`src/common/timer16_defs.svh`:
```
// offsets, field positions, reset values and counts of the timer block
`ifndef TIMER16_DEFS_SVH
`define TIMER16_DEFS_SVH

// ----------------------------------------------------------------------
// register byte offsets
// ----------------------------------------------------------------------
`define OFS_CTRL        12'h000
`define OFS_COUNT_LO    12'h004
`define OFS_COUNT_HI    12'h008
`define OFS_IRQ_FLAG    12'h00c
`define OFS_IRQ_EN      12'h010

// ----------------------------------------------------------------------
// control register fields
// ----------------------------------------------------------------------
`define CTRL_ON_BIT     0
`define CTRL_CS_BIT     1
`define CTRL_SYNC_BIT   2
`define CTRL_OSC_BIT    3
`define CTRL_PS_LSB     4
`define CTRL_PS_MSB     5
`define CTRL_RST        8'h00

// ----------------------------------------------------------------------
// interrupt fields and other constants
// ----------------------------------------------------------------------
`define IRQ_OVF_BIT     0
`define IRQ_SEV_BIT     1
`define IRQ_W           2
`define SEV_MODE        4'hb
`define INT_DIV         3'h4
`define COUNT_MAX       16'hffff

`endif

```
`src/common/timer16_pkg.sv`:
```
// types shared by the timer block
package timer16_pkg;
    typedef logic [15:0] count_t;     // full timer count
    typedef logic [7:0]  byte_t;      // one count byte
    typedef logic [3:0]  cmp_mode_t;  // compare unit mode field
    typedef logic [1:0]  prescale_t;  // prescale select
endpackage : timer16_pkg

```
`src/timer16_rtc.sv`:
```
// sixteen_bit_timer with secondary oscillator, special event and apb
//
// Implementation choices: register access over APB and the placing of the registers.
`timescale 1ns/10ps
`default_nettype none
`include "timer16_defs.svh"

module timer16_rtc
(
    // apb clock and power-on reset
    input  wire logic                   pclk,
    input  wire logic                   presetn,
    // apb slave
    input  wire logic                   psel,
    input  wire logic                   penable,
    input  wire logic                   pwrite,
    input  wire logic [11:0]            paddr,
    input  wire logic [31:0]            pwdata,
    output logic                        pready,
    output logic [31:0]                 prdata,
    output logic                        pslverr,
    // other resets and power state
    input  wire logic                   soft_reset,
    input  wire logic                   sleep_mode,
    // pins
    input  wire logic                   ext_clk_pin,
    input  wire logic                   crystal_in_pin,
    output logic                        crystal_out_pin,
    // compare unit and converter
    input  wire timer16_pkg::cmp_mode_t compare_mode_field,
    input  wire timer16_pkg::byte_t     compare_value_high,
    input  wire timer16_pkg::byte_t     compare_value_low,
    input  wire logic                   adc_enable,
    output logic                        adc_start,
    // interrupt
    output logic                        irq
);
    import timer16_pkg::*;

    // ------------------------------------------------------------------
    // state
    // ------------------------------------------------------------------
    logic [7:0]         ctrl_r;      // timer_control_reg
    byte_t              cnt_hi_r;    // count_high_byte
    byte_t              cnt_lo_r;    // count_low_byte
    logic [`IRQ_W-1:0]  flag_r;      // periph_irq_flag_reg
    logic [`IRQ_W-1:0]  en_r;        // periph_irq_enable_reg
    logic [2:0]         div_r;       // internal divide by four
    logic               src_d_r;     // delayed external level
    logic               armed_r;     // falling edge seen since enable
    logic               match_d_r;   // match seen last cycle
    logic               sev_r;       // trigger clears next cycle
    count_t             cnt_nxt;     // next count value

    // ------------------------------------------------------------------
    // control fields
    // ------------------------------------------------------------------
    wire       timer_on            = ctrl_r[`CTRL_ON_BIT];
    wire       clock_source_select = ctrl_r[`CTRL_CS_BIT];
    wire       sync_bypass_bit     = ctrl_r[`CTRL_SYNC_BIT];
    wire       sec_osc_enable      = ctrl_r[`CTRL_OSC_BIT];
    prescale_t ps_sel;
    assign ps_sel = ctrl_r[`CTRL_PS_MSB:`CTRL_PS_LSB];

    // ------------------------------------------------------------------
    // pin synchronisers
    // ------------------------------------------------------------------
    logic xtal_s;   // crystal input, synchronised
    logic ext_s;    // external clock, synchronised

    sync2 u_sync_xtal
    (
        .pclk    (pclk),
        .presetn (presetn),
        .d_in    (crystal_in_pin),
        .q_out   (xtal_s)
    );

    sync2 u_sync_ext
    (
        .pclk    (pclk),
        .presetn (presetn),
        .d_in    (ext_clk_pin),
        .q_out   (ext_s)
    );

    // ------------------------------------------------------------------
    // apb decode
    // ------------------------------------------------------------------
    wire sel_ctrl  = paddr == `OFS_CTRL;
    wire sel_lo    = paddr == `OFS_COUNT_LO;
    wire sel_hi    = paddr == `OFS_COUNT_HI;
    wire sel_flag  = paddr == `OFS_IRQ_FLAG;
    wire sel_en    = paddr == `OFS_IRQ_EN;
    wire mapped    = sel_ctrl | sel_lo | sel_hi | sel_flag | sel_en;
    // unmapped addresses answer with an error and change nothing
    wire setup     = psel & ~penable & ~pready;
    // write lands only at the completing edge of a mapped access
    wire wr_go     = psel & penable & pready & pwrite & mapped;
    wire wr_ctrl   = wr_go & sel_ctrl;
    wire wr_lo     = wr_go & sel_lo;
    wire wr_hi     = wr_go & sel_hi;
    wire wr_flag   = wr_go & sel_flag;
    wire wr_en     = wr_go & sel_en;
    wire wr_count  = wr_lo | wr_hi;

    // ------------------------------------------------------------------
    // clock source and ticks
    // ------------------------------------------------------------------
    // crystal pin feeds the counter when the oscillator is on
    // pin edges arrive two cycles late through the synchroniser,
    // fine for watch rates but not for fast external clocks
    wire src_lvl   = sec_osc_enable ? xtal_s : ext_s;
    wire src_rise  = src_lvl & ~src_d_r;
    wire src_fall  = ~src_lvl & src_d_r;
    // internal clock stops in sleep like the instruction clock
    wire int_tick  = (div_r == `INT_DIV - 3'h1) & ~sleep_mode;
    wire ext_tick  = src_rise & armed_r;
    wire raw_tick  = clock_source_select ? ext_tick : int_tick;
    // synced counter mode halts in sleep, prescaler keeps going
    wire halt_slp  = sleep_mode & clock_source_select
                     & ~sync_bypass_bit;
    wire ps_tick;

    // ------------------------------------------------------------------
    // special event trigger from the compare match
    // ------------------------------------------------------------------
    count_t cnt_cur;
    count_t cmp_val;
    assign cnt_cur = {cnt_hi_r, cnt_lo_r};
    assign cmp_val = {compare_value_high, compare_value_low};
    // one trigger per match, so a held match clears only once
    wire match     = (compare_mode_field == `SEV_MODE)
                     & (cnt_cur == cmp_val) & timer_on;
    // registered trigger: count clears two cycles after the match,
    // so the compare value is the last count of each period
    wire sev_fire  = match & ~match_d_r;

    // prescaler cleared by count writes and by the trigger
    wire ps_clr    = wr_count | sev_r | ~timer_on;

    tmr_prescaler #(.PS_W(3)) u_pre
    (
        .pclk     (pclk),
        .presetn  (presetn),
        .clr      (ps_clr),
        .sel      (ps_sel),
        .tick_in  (raw_tick),
        .tick_out (ps_tick)
    );

    wire inc       = ps_tick & timer_on & ~halt_slp;
    wire ovf       = inc & (cnt_cur == `COUNT_MAX) & ~wr_count
                     & ~sev_r;

    // ------------------------------------------------------------------
    // next count: write, then trigger, then increment
    // ------------------------------------------------------------------
    always_comb
    begin
        cnt_nxt = cnt_cur;
        if (wr_count)
        begin
            // a write beats a trigger landing in the same cycle
            if (wr_lo)
                cnt_nxt[7:0] = pwdata[7:0];
            if (wr_hi)
                cnt_nxt[15:8] = pwdata[7:0];
        end
        else if (sev_r)
            cnt_nxt = '0;
        else if (inc)
            cnt_nxt = cnt_cur + 16'h0001;
    end

    // ------------------------------------------------------------------
    // count bytes: no reset term, contents survive every reset
    // ------------------------------------------------------------------
    // unknown after power-up until a write or a trigger
    always_ff @(posedge pclk)
    begin
        cnt_hi_r <= cnt_nxt[15:8];
        cnt_lo_r <= cnt_nxt[7:0];
    end

    // ------------------------------------------------------------------
    // control register: only the power reset clears it
    // ------------------------------------------------------------------
    always_ff @(posedge pclk or negedge presetn)
    begin
        if (!presetn)
            ctrl_r <= `CTRL_RST;
        else if (wr_ctrl)
            // bits 7:6 are unused and always read back as zero
            ctrl_r <= {2'b00, pwdata[5:0]};
    end

    // ------------------------------------------------------------------
    // edge tracking, divider and trigger pipeline
    // ------------------------------------------------------------------
    always_ff @(posedge pclk or negedge presetn)
    begin
        if (!presetn)
        begin
            div_r     <= 3'h0;
            src_d_r   <= 1'b0;
            armed_r   <= 1'b0;
            match_d_r <= 1'b0;
            sev_r     <= 1'b0;
        end
        else
        begin
            div_r     <= (div_r == `INT_DIV - 3'h1) ? 3'h0
                         : div_r + 3'h1;
            src_d_r   <= src_lvl;
            // counting waits for a falling edge after enabling
            if (!timer_on || !clock_source_select)
                armed_r <= 1'b0;
            else if (src_fall)
                armed_r <= 1'b1;
            match_d_r <= match;
            sev_r     <= sev_fire;
        end
    end

    // ------------------------------------------------------------------
    // interrupt flags and enables: set wins over clear
    // ------------------------------------------------------------------
    logic [`IRQ_W-1:0] ev_set;   // events this cycle
    logic [`IRQ_W-1:0] clr_bits; // write-one-to-clear bits
    // bit 0 overflow, bit 1 special event trigger
    assign ev_set   = {sev_r, ovf};
    assign clr_bits = wr_flag ? pwdata[`IRQ_W-1:0] : '0;

    always_ff @(posedge pclk or negedge presetn)
    begin
        if (!presetn)
        begin
            flag_r <= '0;
            en_r   <= '0;
            irq    <= 1'b0;
        end
        else if (soft_reset)
        begin
            // other resets clear flags and enables, not control
            flag_r <= ev_set;
            en_r   <= '0;
            irq    <= 1'b0;
        end
        else
        begin
            flag_r <= (flag_r & ~clr_bits) | ev_set;
            if (wr_en)
                en_r <= pwdata[`IRQ_W-1:0];
            // level irq, not gated by sleep so it can wake
            irq    <= |(flag_r & en_r);
        end
    end

    // ------------------------------------------------------------------
    // oscillator amplifier and converter start
    // ------------------------------------------------------------------
    always_ff @(posedge pclk or negedge presetn)
    begin
        if (!presetn)
        begin
            crystal_out_pin <= 1'b0;
            adc_start       <= 1'b0;
        end
        else
        begin
            // inverting stage only while enabled, sleep ignored
            // a registered inverter stands in for the analog stage,
            // so the loop period is set by the pin round trip
            crystal_out_pin <= sec_osc_enable & ~xtal_s;
            adc_start       <= sev_fire & adc_enable;
        end
    end

    // ------------------------------------------------------------------
    // apb read mux
    // ------------------------------------------------------------------
    logic [31:0] rd_mux;
    always_comb
    begin
        rd_mux = 32'h0000_0000;
        if (sel_ctrl)
            rd_mux[7:0] = ctrl_r;
        else if (sel_lo)
            rd_mux[7:0] = cnt_lo_r;
        else if (sel_hi)
            rd_mux[7:0] = cnt_hi_r;
        else if (sel_flag)
            rd_mux[`IRQ_W-1:0] = flag_r;
        else if (sel_en)
            rd_mux[`IRQ_W-1:0] = en_r;
    end

    // ------------------------------------------------------------------
    // apb answer: ready in the first cycle of the access phase
    // ------------------------------------------------------------------
    always_ff @(posedge pclk or negedge presetn)
    begin
        if (!presetn)
        begin
            pready  <= 1'b0;
            prdata  <= 32'h0000_0000;
            pslverr <= 1'b0;
        end
        // fixed single access cycle, never stretched
        else if (setup)
        begin
            pready  <= 1'b1;
            prdata  <= pwrite ? 32'h0000_0000 : rd_mux;
            pslverr <= ~mapped;
        end
        else
        begin
            pready  <= 1'b0;
            pslverr <= 1'b0;
        end
    end
endmodule : timer16_rtc
`default_nettype wire

```
`src/sync2.sv`:
```
// two flip-flop synchroniser for a pin level
`timescale 1ns/10ps
`default_nettype none
module sync2
(
    // clock and reset
    input  wire logic pclk,
    input  wire logic presetn,
    // level in and out
    input  wire logic d_in,
    output logic      q_out
);
    logic meta_r;  // first stage, read by the second only

    // ------------------------------------------------------------------
    // two stages
    // ------------------------------------------------------------------
    always_ff @(posedge pclk or negedge presetn)
    begin
        if (!presetn)
        begin
            meta_r <= 1'b0;
            q_out  <= 1'b0;
        end
        else
        begin
            meta_r <= d_in;
            q_out  <= meta_r;
        end
    end
endmodule : sync2
`default_nettype wire

```
`src/tmr_prescaler.sv`:
```
// ripple style prescaler: 1, 2, 4 or 8 input ticks per output tick
`timescale 1ns/10ps
`default_nettype none
module tmr_prescaler
#(
    parameter int PS_W = 3  // counter width, 2**PS_W is largest ratio
)
(
    // clock and reset
    input  wire logic                  pclk,
    input  wire logic                  presetn,
    // control
    input  wire logic                  clr,
    input  wire timer16_pkg::prescale_t sel,
    // ticks
    input  wire logic                  tick_in,
    output logic                       tick_out
);
    import timer16_pkg::*;

    // elaboration check: the select decode assumes three bits
    if (PS_W != 3)
    begin : g_bad_width
        $error("prescaler width must be 3");
    end

    logic [PS_W-1:0] cnt_r;   // prescale counter
    logic [PS_W-1:0] mask;    // bits that must be all ones
    logic            full;    // last tick of the ratio

    assign mask = (PS_W'(1) << sel) - PS_W'(1);
    assign full = (cnt_r & mask) == mask;

    // ------------------------------------------------------------------
    // count input ticks, clear wins over counting
    // ------------------------------------------------------------------
    always_ff @(posedge pclk or negedge presetn)
    begin
        if (!presetn)
        begin
            cnt_r    <= '0;
            tick_out <= 1'b0;
        end
        else if (clr)
        begin
            cnt_r    <= '0;
            tick_out <= 1'b0;
        end
        else
        begin
            tick_out <= tick_in & full;
            if (tick_in)
                cnt_r <= full ? '0 : cnt_r + PS_W'(1);
        end
    end
endmodule : tmr_prescaler
`default_nettype wire

```
`config.mk`:
```
export PLATFORM = sky130hd
export DESIGN_NAME = timer16_rtc
export DESIGN_NICKNAME = d
export VERILOG_FILES = /design/src/common/timer16_pkg.sv /design/src/timer16_rtc.sv /design/src/sync2.sv /design/src/tmr_prescaler.sv
export VERILOG_INCLUDE_DIRS = /design/src /design/src/common
export SDC_FILE = /design/constraint.sdc
export NUM_CORES = 1
export LEC_CHECK = 0
export BUFFER_PORTS_ARGS = -buffer_cell sky130_fd_sc_hd__buf_4
export CAP_MARGIN = 15
export CORE_MARGIN = 4
export CORE_UTILIZATION = 50
export CTS_CLUSTER_SIZE = 14
export DETAILED_ROUTE_END_ITERATION = 10
export GPL_TIMING_DRIVEN = 0
export PLACE_DENSITY = 0.8
export SLEW_MARGIN = 20
export SYNTH_ARGS = -nofsm -noshare
export SYNTH_HDL_FRONTEND = slang
export SYNTH_SLANG_ARGS = --single-unit
```
`constraint.sdc`:
```
create_clock -name pclk -period 2.2 [get_ports pclk]
set_clock_uncertainty 0.05 [all_clocks]
set_input_delay 0.22 -clock pclk [delete_from_list [all_inputs] [get_ports pclk]]
set_output_delay 0.22 -clock pclk [all_outputs]
set_load 0.01 [all_outputs]
```
==> impl_metrics.py, run 1 <==
metrics = {
    "outcome": {
        "status": "complete, no violations",
    },
    "detailed_routing": {
        "via_per_inst": 5.20,
        "routedLengthMet1_microns": 3170,
        "post-route-drc-count": 0,
        "highest_layer": "met4",
        "firstDrtPassIters": 4,
        "ant_nets": 0,
        "wl_met2_microns": 3910,
        "routed_wl_microns": 7690,
        "vias": 2556,
        "avgRoutedWirePerCell_microns": 15.6,
        "drt_iter0_markers": 124,
        "detailroute.wirelength.met3_microns": 484,
    },
    "sta": {
        "timing.final.max_slew_violations": 0,
        "max_slew_margin_pct": 62.5,
        "setup-violations-final": 0,
        "layout_worst_path_cycle_share_pct": 96.5,
        "grt_setup_unrepaired": "false",
        "fin_crit_ns": 2.12,
        "achievable-frequency_mhz": 471,
        "hold_viol_final": 0,
        "worst_pin_slew_ns": 0.561,
        "layout_setup_ws_ns": 0.0776,
    },
    "place": {
        "place_worst_setup_slack_ns": -0.403,
        "place.gp.congestion": 0.966,
        "hpwlAfterDp_microns": 5990,
        "count_of_port_buffers_added_during_placement": 61,
    },
    "cells_and_area": {
        "layout-drive-gt1-share_pct": 29.3,
        "diodes": 0,
        "syn_to_final_growth_pct": 28.3,
        "fill_cells": 487,
        "fin_util_pct": 66.5,
        "nets": 493,
    },
    "die": {
        "floorplan.die.width_microns": 86.6,
        "placement_rows": 28,
        "ioPinCount": 111,
        "floorplan.core_area_sq_um": 5960,
        "die_area_sq_um": 7490,
        "floorplan.initialDensity_pct": 51.8,
        "die_h_microns": 86.6,
    },
    "flow_run": {
        "cap_viol_max_count": 0,
    },
    "logic_synthesis": {
        "synth-edff-count": 16,
        "synthDominantCellAreaShare_pct": 30.8,
        "yosys.cell_count.top_type": "sky130_fd_sc_hd__dfrtp_1",
        "post_synthesis_average_cell_area_sq_um": 9.80,
        "synth.distinct_cells": 44,
        "synth.yosys.seq_area_share_pct": 46.4,
        "synth_flop_cell": "sky130_fd_sc_hd__dfrtp_1",
        "synth.ff_latch_count": 54,
        "synthArstFlopShare_pct": 70.4,
        "post_synth_main_area_contributors": "sky130_fd_sc_hd__dfrtp_1 (31%), sky130_fd_sc_hd__edfxtp_1 (16%), sky130_fd_sc_hd__buf_4 (6.6%)",
        "post_synth_instance_area_sq_um": 3090,
        "yosys-top-cells-count": "sky130_fd_sc_hd__dfrtp_1 (38), sky130_fd_sc_hd__buf_4 (27), sky130_fd_sc_hd__nand2_1 (26)",
        "synth_top_area_cell": "sky130_fd_sc_hd__dfrtp_1",
        "syn-instance-count": 315,
        "yosys_warnings": 0,
    },
    "min_path": {
        "hp-class": "in2reg",
    },
    "worst_setup_path": {
        "critical_path.startpoint_type": "primary input",
        "arrival_ns": 2.06,
        "cp_data_required_time_ns": 2.14,
        "cp_endpoint_kind": "flop",
        "criticalPathCategory": "in2reg",
        "maximum_fanout_along_the_worst_path": 8,
        "worst-r2r-setup-slack_ns": 0.13,
    },
    "power_and_ir_drop": {
        "p_per_area_nw_per_um2": 466,
        "worst_ir_drop_vdd_mv": 0.405,
        "power_leakage_nw": 1.82,
    },
    "clocking": {
        "cts_buffers": 5,
        "level_count_of_the_clock_h_tree": 2,
        "clkTransAtPathRegs_ns": 0.10,
        "cts_root_buffer": "sky130_fd_sc_hd__clkbuf_8",
        "clk_path_buf_depth": 2,
        "clk-insertion-delay-late_ns": 0.32,
        "tritoncts": "yes",
        "number_of_sinks_driven_by_the_clock_tree": 54,
    },
    "grt": {
        "grt.total_usage_pct": 20.9,
        "grt_start_max_net_pins": 39,
        "first_global_vias": 2537,
        "number_of_antenna_violations_at_the_first_check_in_global_routing": 0,
        "grt_first_pass_wirelength_microns": 12200,
        "grt-ovfl-total": 0,
    },
}
[critical path: stages]
cell,delay [ns]
sky130_fd_sc_hd__buf_4,0.11
sky130_fd_sc_hd__or4_4,0.54
sky130_fd_sc_hd__or3_4,0.42
sky130_fd_sc_hd__nor3_4,0.28
sky130_fd_sc_hd__a31oi_1,0.17
sky130_fd_sc_hd__a21oi_4,0.32
[layout make-up]
type                    instances  area [sq um]  area share [%]
plain buffers                  36           236            5.97
multi-input cells             236          1500            38.0
repair buffers                 71           557            14.1
inverters                      12          45.0            1.14
flip-flops and latches         54          1430            36.2
clock inverters                 3          23.8           0.601
clock buffers                   5          68.8            1.74
well taps                      75          93.8            2.37
[layer usage]
metal  up-vias  track usage (%)
met5         -                0
met4         0             6.37
met3        13             4.18
met2        87             35.3
met1      1192             27.1
li1       1264                -
[where the power goes]
| part | total [mW] | switching (mW) | internal, mW |
|---|---|---|---|
| combinational | 0.223 | 0.105 | 0.118 |
| clock | 0.584 | 0.352 | 0.232 |
| sequential | 1.04 | 0.00265 | 1.03 |
[sequential cells by signal, indices dropped and copies added (netlist names), 2 cells and up]
register	count
u_pre.cnt_r	3
prdata	8
flag_r	2
ctrl_r	6
en_r	2
cnt_lo_r	8
div_r	3
cnt_hi_r	8
[per-stage QoR]
step                      total power, mW  cells  TNS, ns  instance area, sq um  hold slack [ns]
after floorplan                      1.16    338        0                  3190           -0.126
after global placement               1.27    474    -8.81                  3740            0.155
after detailed placement             1.27    474    -8.96                  3740            0.166
after CTS                            1.85    485        0                  3880           0.0119
after global routing                 1.92    492        0                  3960          0.00224
final                                1.84    492        0                  3960           0.0256
[cells in the final DEF, fill, tap and decap left out, drive strengths merged, types with 7 or more instances in the layout]
master,n
nor4,7
dfrtp,38
xnor2,15
clkbuf,14
buf,95
nand4,7
o21ai,28
nand2,26
mux2i,9
a21oi,14
conb,24
nor2,21
xor2,15
edfxtp,16
nand3,9
mux2,7
inv,14
[kinds of logic after synthesis]
group | synth area share [%]
mux | 5.47
simple gates | 18.9
xor+xnor | 8.52
buf+inv | 9.12
fa+ha+maj | 1.22
other cells | 0.122
compound gates | 10.2
flops | 46.4
[timing repair]
item | 4_1_cts | 5_1_grt
hold endpoints to repair | 40 | 0
endpoints found under the setup margin | 16 | 26
hold buffers | 3 | 0
pin swaps | 0 | 2
buffers inserted | 0 | 7
resized for setup | 4 | 1
gates cloned | 0 | 0
[path summary, 6_finish.rpt]
check / start / end / cells after the start
worst max-delay path: paddr[10] / cnt_hi_r[7] / 6
worst min-delay path: soft_reset / en_r[1] / 2
worst max register to register: cnt_lo_r[6] / cnt_hi_r[6] / 6
worst min register to register: u_sync_xtal.meta_r / u_sync_xtal.q_out / 0
max in group asynchronous: presetn / prdata[6] / 2
min in group asynchronous: presetn / u_pre.cnt_r[0] / 2
(Power assumes the default switching activity.)
==> run 2, diff against run 1 <==
CAP_MARGIN = 20   (was 15)
MAX_ROUTING_LAYER = met4   (was default)
clock period = 2.6 ns   (was 2.2 ns; I/O delays follow)
==> run 2 against run 1 <==
The flow now finishes with violations (setup timing). Die area did not move. Highest routed layer unchanged. Total power fell by 17%. Critical endpoint is now cnt_hi_r[1]. Hold slack improved by 0.027 ns. Non-clock buffer count fell by 7. Combinational power fell by 17%. Register-to-register slack improved by 0.18 ns.
==> impl_metrics.py, run 2 (synthesized netlist as in run 1, its figures left out) <==
metrics = {
    "flow_run": {
        "cap_viol_max_count": 0,
    },
    "sta": {
        "max_slew_margin_pct": 34.3,
        "final.setup.tns_ns": -1.11,
        "grt_setup_unrepaired": "true",
        "hold_viol_final": 0,
        "worst_pin_slew_ns": 0.985,
        "timing.final.max_slew_violations": 0,
        "layout_worst_path_cycle_share_pct": 104,
        "achievable-frequency_mhz": 370,
        "fin_crit_ns": 2.70,
        "layout_setup_ws_ns": -0.0998,
        "fin_hold_ws_ns": 0.0525,
        "setup-violations-final": 16,
    },
    "place": {
        "dpl_cell_area_sq_um": 3720,
        "place.detailed.instances": 474,
        "count_of_port_buffers_added_during_placement": 61,
        "place_worst_setup_slack_ns": -0.392,
        "place.gp.congestion": 0.933,
        "hpwlAfterDp_microns": 6050,
    },
    "clocking": {
        "clk-insertion-delay-late_ns": 0.32,
        "cts_buffers": 5,
        "number_of_sinks_driven_by_the_clock_tree": 54,
        "tritoncts": "yes",
        "clk_path_buf_depth": 2,
        "cts_root_buffer": "sky130_fd_sc_hd__clkbuf_8",
        "post-cts-setup-buffers": 0,
        "clkTransAtPathRegs_ns": 0.10,
        "level_count_of_the_clock_h_tree": 2,
    },
    "cells_and_area": {
        "final_design_area_no_fill_sq_um": 3840,
        "multiInputGateArea_sq_um": 1460,
        "mostFrequentLayoutCells": "sky130_fd_sc_hd__buf_4 (88), sky130_fd_sc_hd__dfrtp_1 (38), sky130_fd_sc_hd__nand2_1 (26)",
        "reg.largest.list": "cnt_hi_r (8), cnt_lo_r (8), prdata (8)",
        "diodes": 0,
        "syn_to_final_growth_pct": 24.3,
        "fill_cells": 523,
        "stdcell_count": 485,
        "nets": 486,
        "layout-drive-gt1-share_pct": 26.8,
        "layout_commonest_cell": "sky130_fd_sc_hd__buf_4",
        "final-seq-area_sq_um": 1430,
    },
    "worst_setup_path": {
        "critical-path-slowest-cell": "sky130_fd_sc_hd__a21oi_1",
        "cp_data_required_time_ns": 2.49,
        "critical_path_cell_by_cell": "buf_4, or4_4, or3_4, nor3_2, a31oi_1, a21oi_1",
        "worst-r2r-setup-slack_ns": 0.31,
        "crit_family": "simple AND/OR/NAND/NOR gates",
        "maximum_fanout_along_the_worst_path": 8,
        "cp.buffers_inverters": 1,
        "cp_endpoint_kind": "flop",
        "arrival_ns": 2.59,
        "critical_path.startpoint_type": "primary input",
        "criticalPathCategory": "in2reg",
        "critical-path-max-stage-delay_ns": 0.78,
    },
    "die": {
        "die_area_sq_um": 7490,
        "placement_rows": 28,
        "floorplan.die.width_microns": 86.6,
        "die_h_microns": 86.6,
        "floorplan.initialDensity_pct": 51.8,
        "ioPinCount": 111,
        "floorplan.core_area_sq_um": 5960,
    },
    "grt": {
        "grt_first_pass_wirelength_microns": 12600,
        "first_global_vias": 2565,
        "grt-ovfl-total": 0,
        "grt_start_max_net_pins": 39,
        "number_of_antenna_violations_at_the_first_check_in_global_routing": 0,
        "grt.total_usage_pct": 22.5,
    },
    "detailed_routing": {
        "firstDrtPassIters": 4,
        "ant_nets": 0,
        "vias": 2586,
        "avgRoutedWirePerCell_microns": 16.1,
        "post-route-drc-count": 0,
        "drt_iter0_markers": 226,
        "via_per_inst": 5.33,
        "routed_wl_microns": 7820,
    },
    "min_path": {
        "hp-class": "in2reg",
    },
    "outcome": {
        "status": "complete, but fails checks",
        "violations_in_the_final_reports": "setup timing",
    },
    "power_and_ir_drop": {
        "power_leakage_nw": 1.75,
        "worst_ir_drop_vdd_mv": 0.354,
        "p_per_area_nw_per_um2": 400,
    },
}
## run 2: cell types whose count changed in the layout (fill, tap and decap cells not counted), moves of 2 or more
| cell | delta |
|---|---|
| sky130_fd_sc_hd__a21oi_1 | +2 |
| sky130_fd_sc_hd__a21oi_4 | -2 |
| sky130_fd_sc_hd__buf_4 | -5 |
| sky130_fd_sc_hd__clkbuf_1 | +2 |
## run 2: layout make-up
class                      count  share of cell area, %
inverter                      12                   1.17
sequential                    54                   37.3
clock buffer                   7                   1.99
multi-input combinational    236                   38.0
buffer                        36                   6.16
tap                           75                   2.45
timing repair buffer          64                   12.7
clock inverter                 1                  0.163
## run 2: repair_timing
item,4_1_cts,5_1_grt
resized for setup,0,0
hold endpoints to repair,40,0
setup endpoints to repair,16,16
hold buffers,3,0
## run 2: path summary, 6_finish.rpt
kind                              startpoint          endpoint  depth (start not counted)
hold reg to reg            u_sync_ext.meta_r  u_sync_ext.q_out                          0
setup / recovery                   paddr[11]       cnt_hi_r[1]                          6
setup reg to reg                      pready       cnt_hi_r[1]                          4
max in group asynchronous            presetn         prdata[5]                          2
hold / removal                    soft_reset           en_r[1]                          2
min in group asynchronous            presetn         adc_start                          2
## run 2: layer usage
| metal | GRT usage [%] | routed length (microns) | up-vias |
|---|---|---|---|
| met3 | 3.80 | 709 | 5 |
| met2 | 36.6 | 3810 | 100 |
| met4 | 4.25 | 65 | 0 |
| met5 | - | 0 | - |
| li1 | - | - | 1243 |
| met1 | 30.0 | 3240 | 1238 |
## run 2: per-stage QoR
| stage | power [mW] | utilization [%] |
|---|---|---|
| floorplan | 0.985 | - |
| global placement | 1.07 | 62.5 |
| detailed placement | 1.07 | 62.5 |
| CTS | 1.54 | 64.4 |
| global route | 1.60 | 64.4 |
| finish | 1.53 | 64.4 |
## run 2: power by group
part           total (mW)  switching [mW]  internal [mW]
registers           0.877         0.00231          0.875
logic               0.184          0.0849         0.0988
clock network       0.474           0.281          0.192
total                1.53           0.369           1.17
==> run 3, diff against run 2 <==
CORE_UTILIZATION = 45   (was 50)
PLACE_DENSITY = 0.76   (was 0.8)
clock period = 2.2 ns   (was 2.6 ns; I/O delays follow)
==> run 3 against run 2 <==
The run now ends clean. Cell count increased by 1.0%. Largest cell class unchanged. Clock power increased by 26%. Hold slack got worse by 0.023 ns. Critical path depth increased by 1. Die area increased by 10%. Critical path type unchanged. Sequential share of layout area decreased by 0.90 points. First-iteration DRC count unchanged. Combinational power increased by 21%. Register-to-register slack got worse by 0.18 ns. Flip-flop and latch count unchanged. Total power increased by 21%. Critical endpoint is now cnt_lo_r[0]. Setup slack improved by 0.14 ns.
==> impl_metrics.py, run 3 (synthesized netlist as in run 1, its figures left out) <==
metrics = {
    "worst_setup_path": {
        "criticalPathCategory": "in2reg",
        "arrival_ns": 2.14,
        "critical-path-slowest-cell": "sky130_fd_sc_hd__or4_4",
        "cp_endpoint_kind": "flop",
        "worst-r2r-setup-slack_ns": 0.13,
        "critical_path.startpoint_type": "primary input",
        "critical-path-max-stage-delay_ns": 0.56,
        "r2r.worst_path.cells": 7,
        "maximum_fanout_along_the_worst_path": 8,
        "cp_data_required_time_ns": 2.18,
        "critical_path_cell_by_cell": "buf_4, or4_4, or3_4, nor3_4, a31oi_1, a21oi_4, buf_12",
    },
    "grt": {
        "number_of_antenna_violations_at_the_first_check_in_global_routing": 0,
        "grt-ovfl-total": 0,
        "grt.busiest_layer": "met2",
        "grt_first_pass_wirelength_microns": 12300,
        "gr-usage-met2_pct": 30.3,
        "grt_use_met1_pct": 23.9,
        "grt_start_max_net_pins": 39,
        "first_global_vias": 2456,
        "met3_usage_pct": 4.00,
        "grt.total_usage_pct": 18.7,
    },
    "detailed_routing": {
        "via_per_inst": 5.23,
        "routed_wl_microns": 7500,
        "ant_nets": 0,
        "vias": 2564,
        "drt_iter0_markers": 226,
        "post-route-drc-count": 0,
        "firstDrtPassIters": 4,
        "avgRoutedWirePerCell_microns": 15.3,
    },
    "cells_and_area": {
        "reg.largest.list": "cnt_hi_r (8), cnt_lo_r (8), prdata (8)",
        "stdcell_count": 490,
        "diodes": 0,
        "final_design_area_no_fill_sq_um": 3930,
        "fin_util_pct": 60.5,
        "layout_commonest_cell": "sky130_fd_sc_hd__buf_4",
        "mostFrequentLayoutCells": "sky130_fd_sc_hd__buf_4 (91), sky130_fd_sc_hd__dfrtp_1 (38), sky130_fd_sc_hd__nand2_1 (26)",
        "layout-drive-gt1-share_pct": 28.6,
        "nets": 489,
        "syn_to_final_growth_pct": 27.4,
    },
    "sta": {
        "final.setup.tns_ns": 0,
        "max_slew_margin_pct": 63.3,
        "setup-violations-final": 0,
        "timing.final.max_slew_violations": 0,
        "hold_viol_final": 0,
        "fin_crit_ns": 2.16,
        "achievable-frequency_mhz": 463,
        "worst_pin_slew_ns": 0.537,
        "layout_worst_path_cycle_share_pct": 98.2,
    },
    "power_and_ir_drop": {
        "p_sw_mw": 0.443,
        "power_leakage_nw": 1.80,
        "switching_share_pct": 23.9,
        "seqPwrFrac_pct": 55.9,
        "worst_ir_drop_vdd_mv": 0.325,
        "p_per_area_nw_per_um2": 471,
        "cellInternalPower_mw": 1.41,
        "share_clk_of_total_power_pct": 32.1,
        "comb_power_share_pct": 12.0,
    },
    "clocking": {
        "number_of_sinks_driven_by_the_clock_tree": 54,
        "clkTransAtPathRegs_ns": 0.09,
        "clk-insertion-delay-late_ns": 0.31,
        "cts_root_buffer": "sky130_fd_sc_hd__clkbuf_8",
        "clk_path_buf_depth": 2,
        "cts_buffers": 5,
        "tritoncts": "yes",
        "level_count_of_the_clock_h_tree": 2,
    },
    "die": {
        "ioPinCount": 111,
        "placement_rows": 29,
        "floorplan.die.width_microns": 90.8,
        "floorplan.initialDensity_pct": 47.5,
        "die_h_microns": 90.8,
        "floorplan.core_area_sq_um": 6490,
        "die_area_sq_um": 8250,
    },
    "min_path": {
        "holdPathStages": 2,
        "hp-class": "in2reg",
    },
    "place": {
        "dpl_cell_area_sq_um": 3740,
        "count_of_port_buffers_added_during_placement": 61,
        "hpwlAfterDp_microns": 5940,
        "place.gp.congestion": 0.956,
        "place.detailed.instances": 476,
    },
    "flow_run": {
        "cap_viol_max_count": 0,
    },
    "outcome": {
        "status": "complete, no violations",
    },
}
run 3: layout make-up:
class | instances | area (sq um)
tap | 77 | 96.3
inverter | 12 | 45.0
multi-input combinational | 236 | 1500
clock inverter | 2 | 16.3
fill | 570 | 2560
buffer | 35 | 233
sequential | 54 | 1430
timing repair buffer | 68 | 531
clock buffer | 6 | 82.6
run 3: power by group through the flow:
stage	Combinational (mW)	Clock, mW	Sequential [mW]
final	0.222	0.595	1.04
after CTS	0.219	0.604	1.04
after detailed placement	0.214	0	1.06
after global routing	0.245	0.648	1.04
after floorplan	0.106	0	1.06
after global placement	0.211	0	1.06
run 3: path summary, 6_finish.rpt:
kind / start / to
worst max-delay path: paddr[11] / cnt_lo_r[0]
worst min-delay path: soft_reset / irq
worst max register to register: pready / cnt_lo_r[0]
worst min register to register: u_sync_xtal.meta_r / u_sync_xtal.q_out
max in group asynchronous: presetn / prdata[0]
min in group asynchronous: presetn / ctrl_r[5]
run 3: critical path: cells and delay by family:
family / cells / cell delay, ns
AO/OA/AOI/OAI: 2 / 0.37
buffers and inverters: 2 / 0.26
AND/OR/NAND/NOR: 3 / 1.30
run 3: timing repair:
item                       4_1_cts  5_1_grt
hold buffers                     3        0
hold endpoints to repair        40        0
buffers inserted                 0        4
gates resized for setup          1        2
setup endpoints to repair        8       15
run 3: per-stage QoR:
| step | hold slack (ns) | power (mW) | setup slack [ns] |
|---|---|---|---|
| 2_1_floorplan | -0.126 | 1.16 | 0.00916 |
| 3_3_place_gp | 0.160 | 1.27 | -0.336 |
| 3_5_place_dp | 0.171 | 1.27 | -0.386 |
| 4_1_cts | 0.0268 | 1.86 | 0.0102 |
| 5_1_grt | 0.0287 | 1.93 | -0.00715 |
| 6_report | 0.0295 | 1.85 | 0.0399 |
run 3: per-layer routing:
layer	part of all wire (%)	vias up
li1	-	1254
met1	42	1213
met2	49	87
met3	6.6	10
met4	2.0	0
met5	0	-
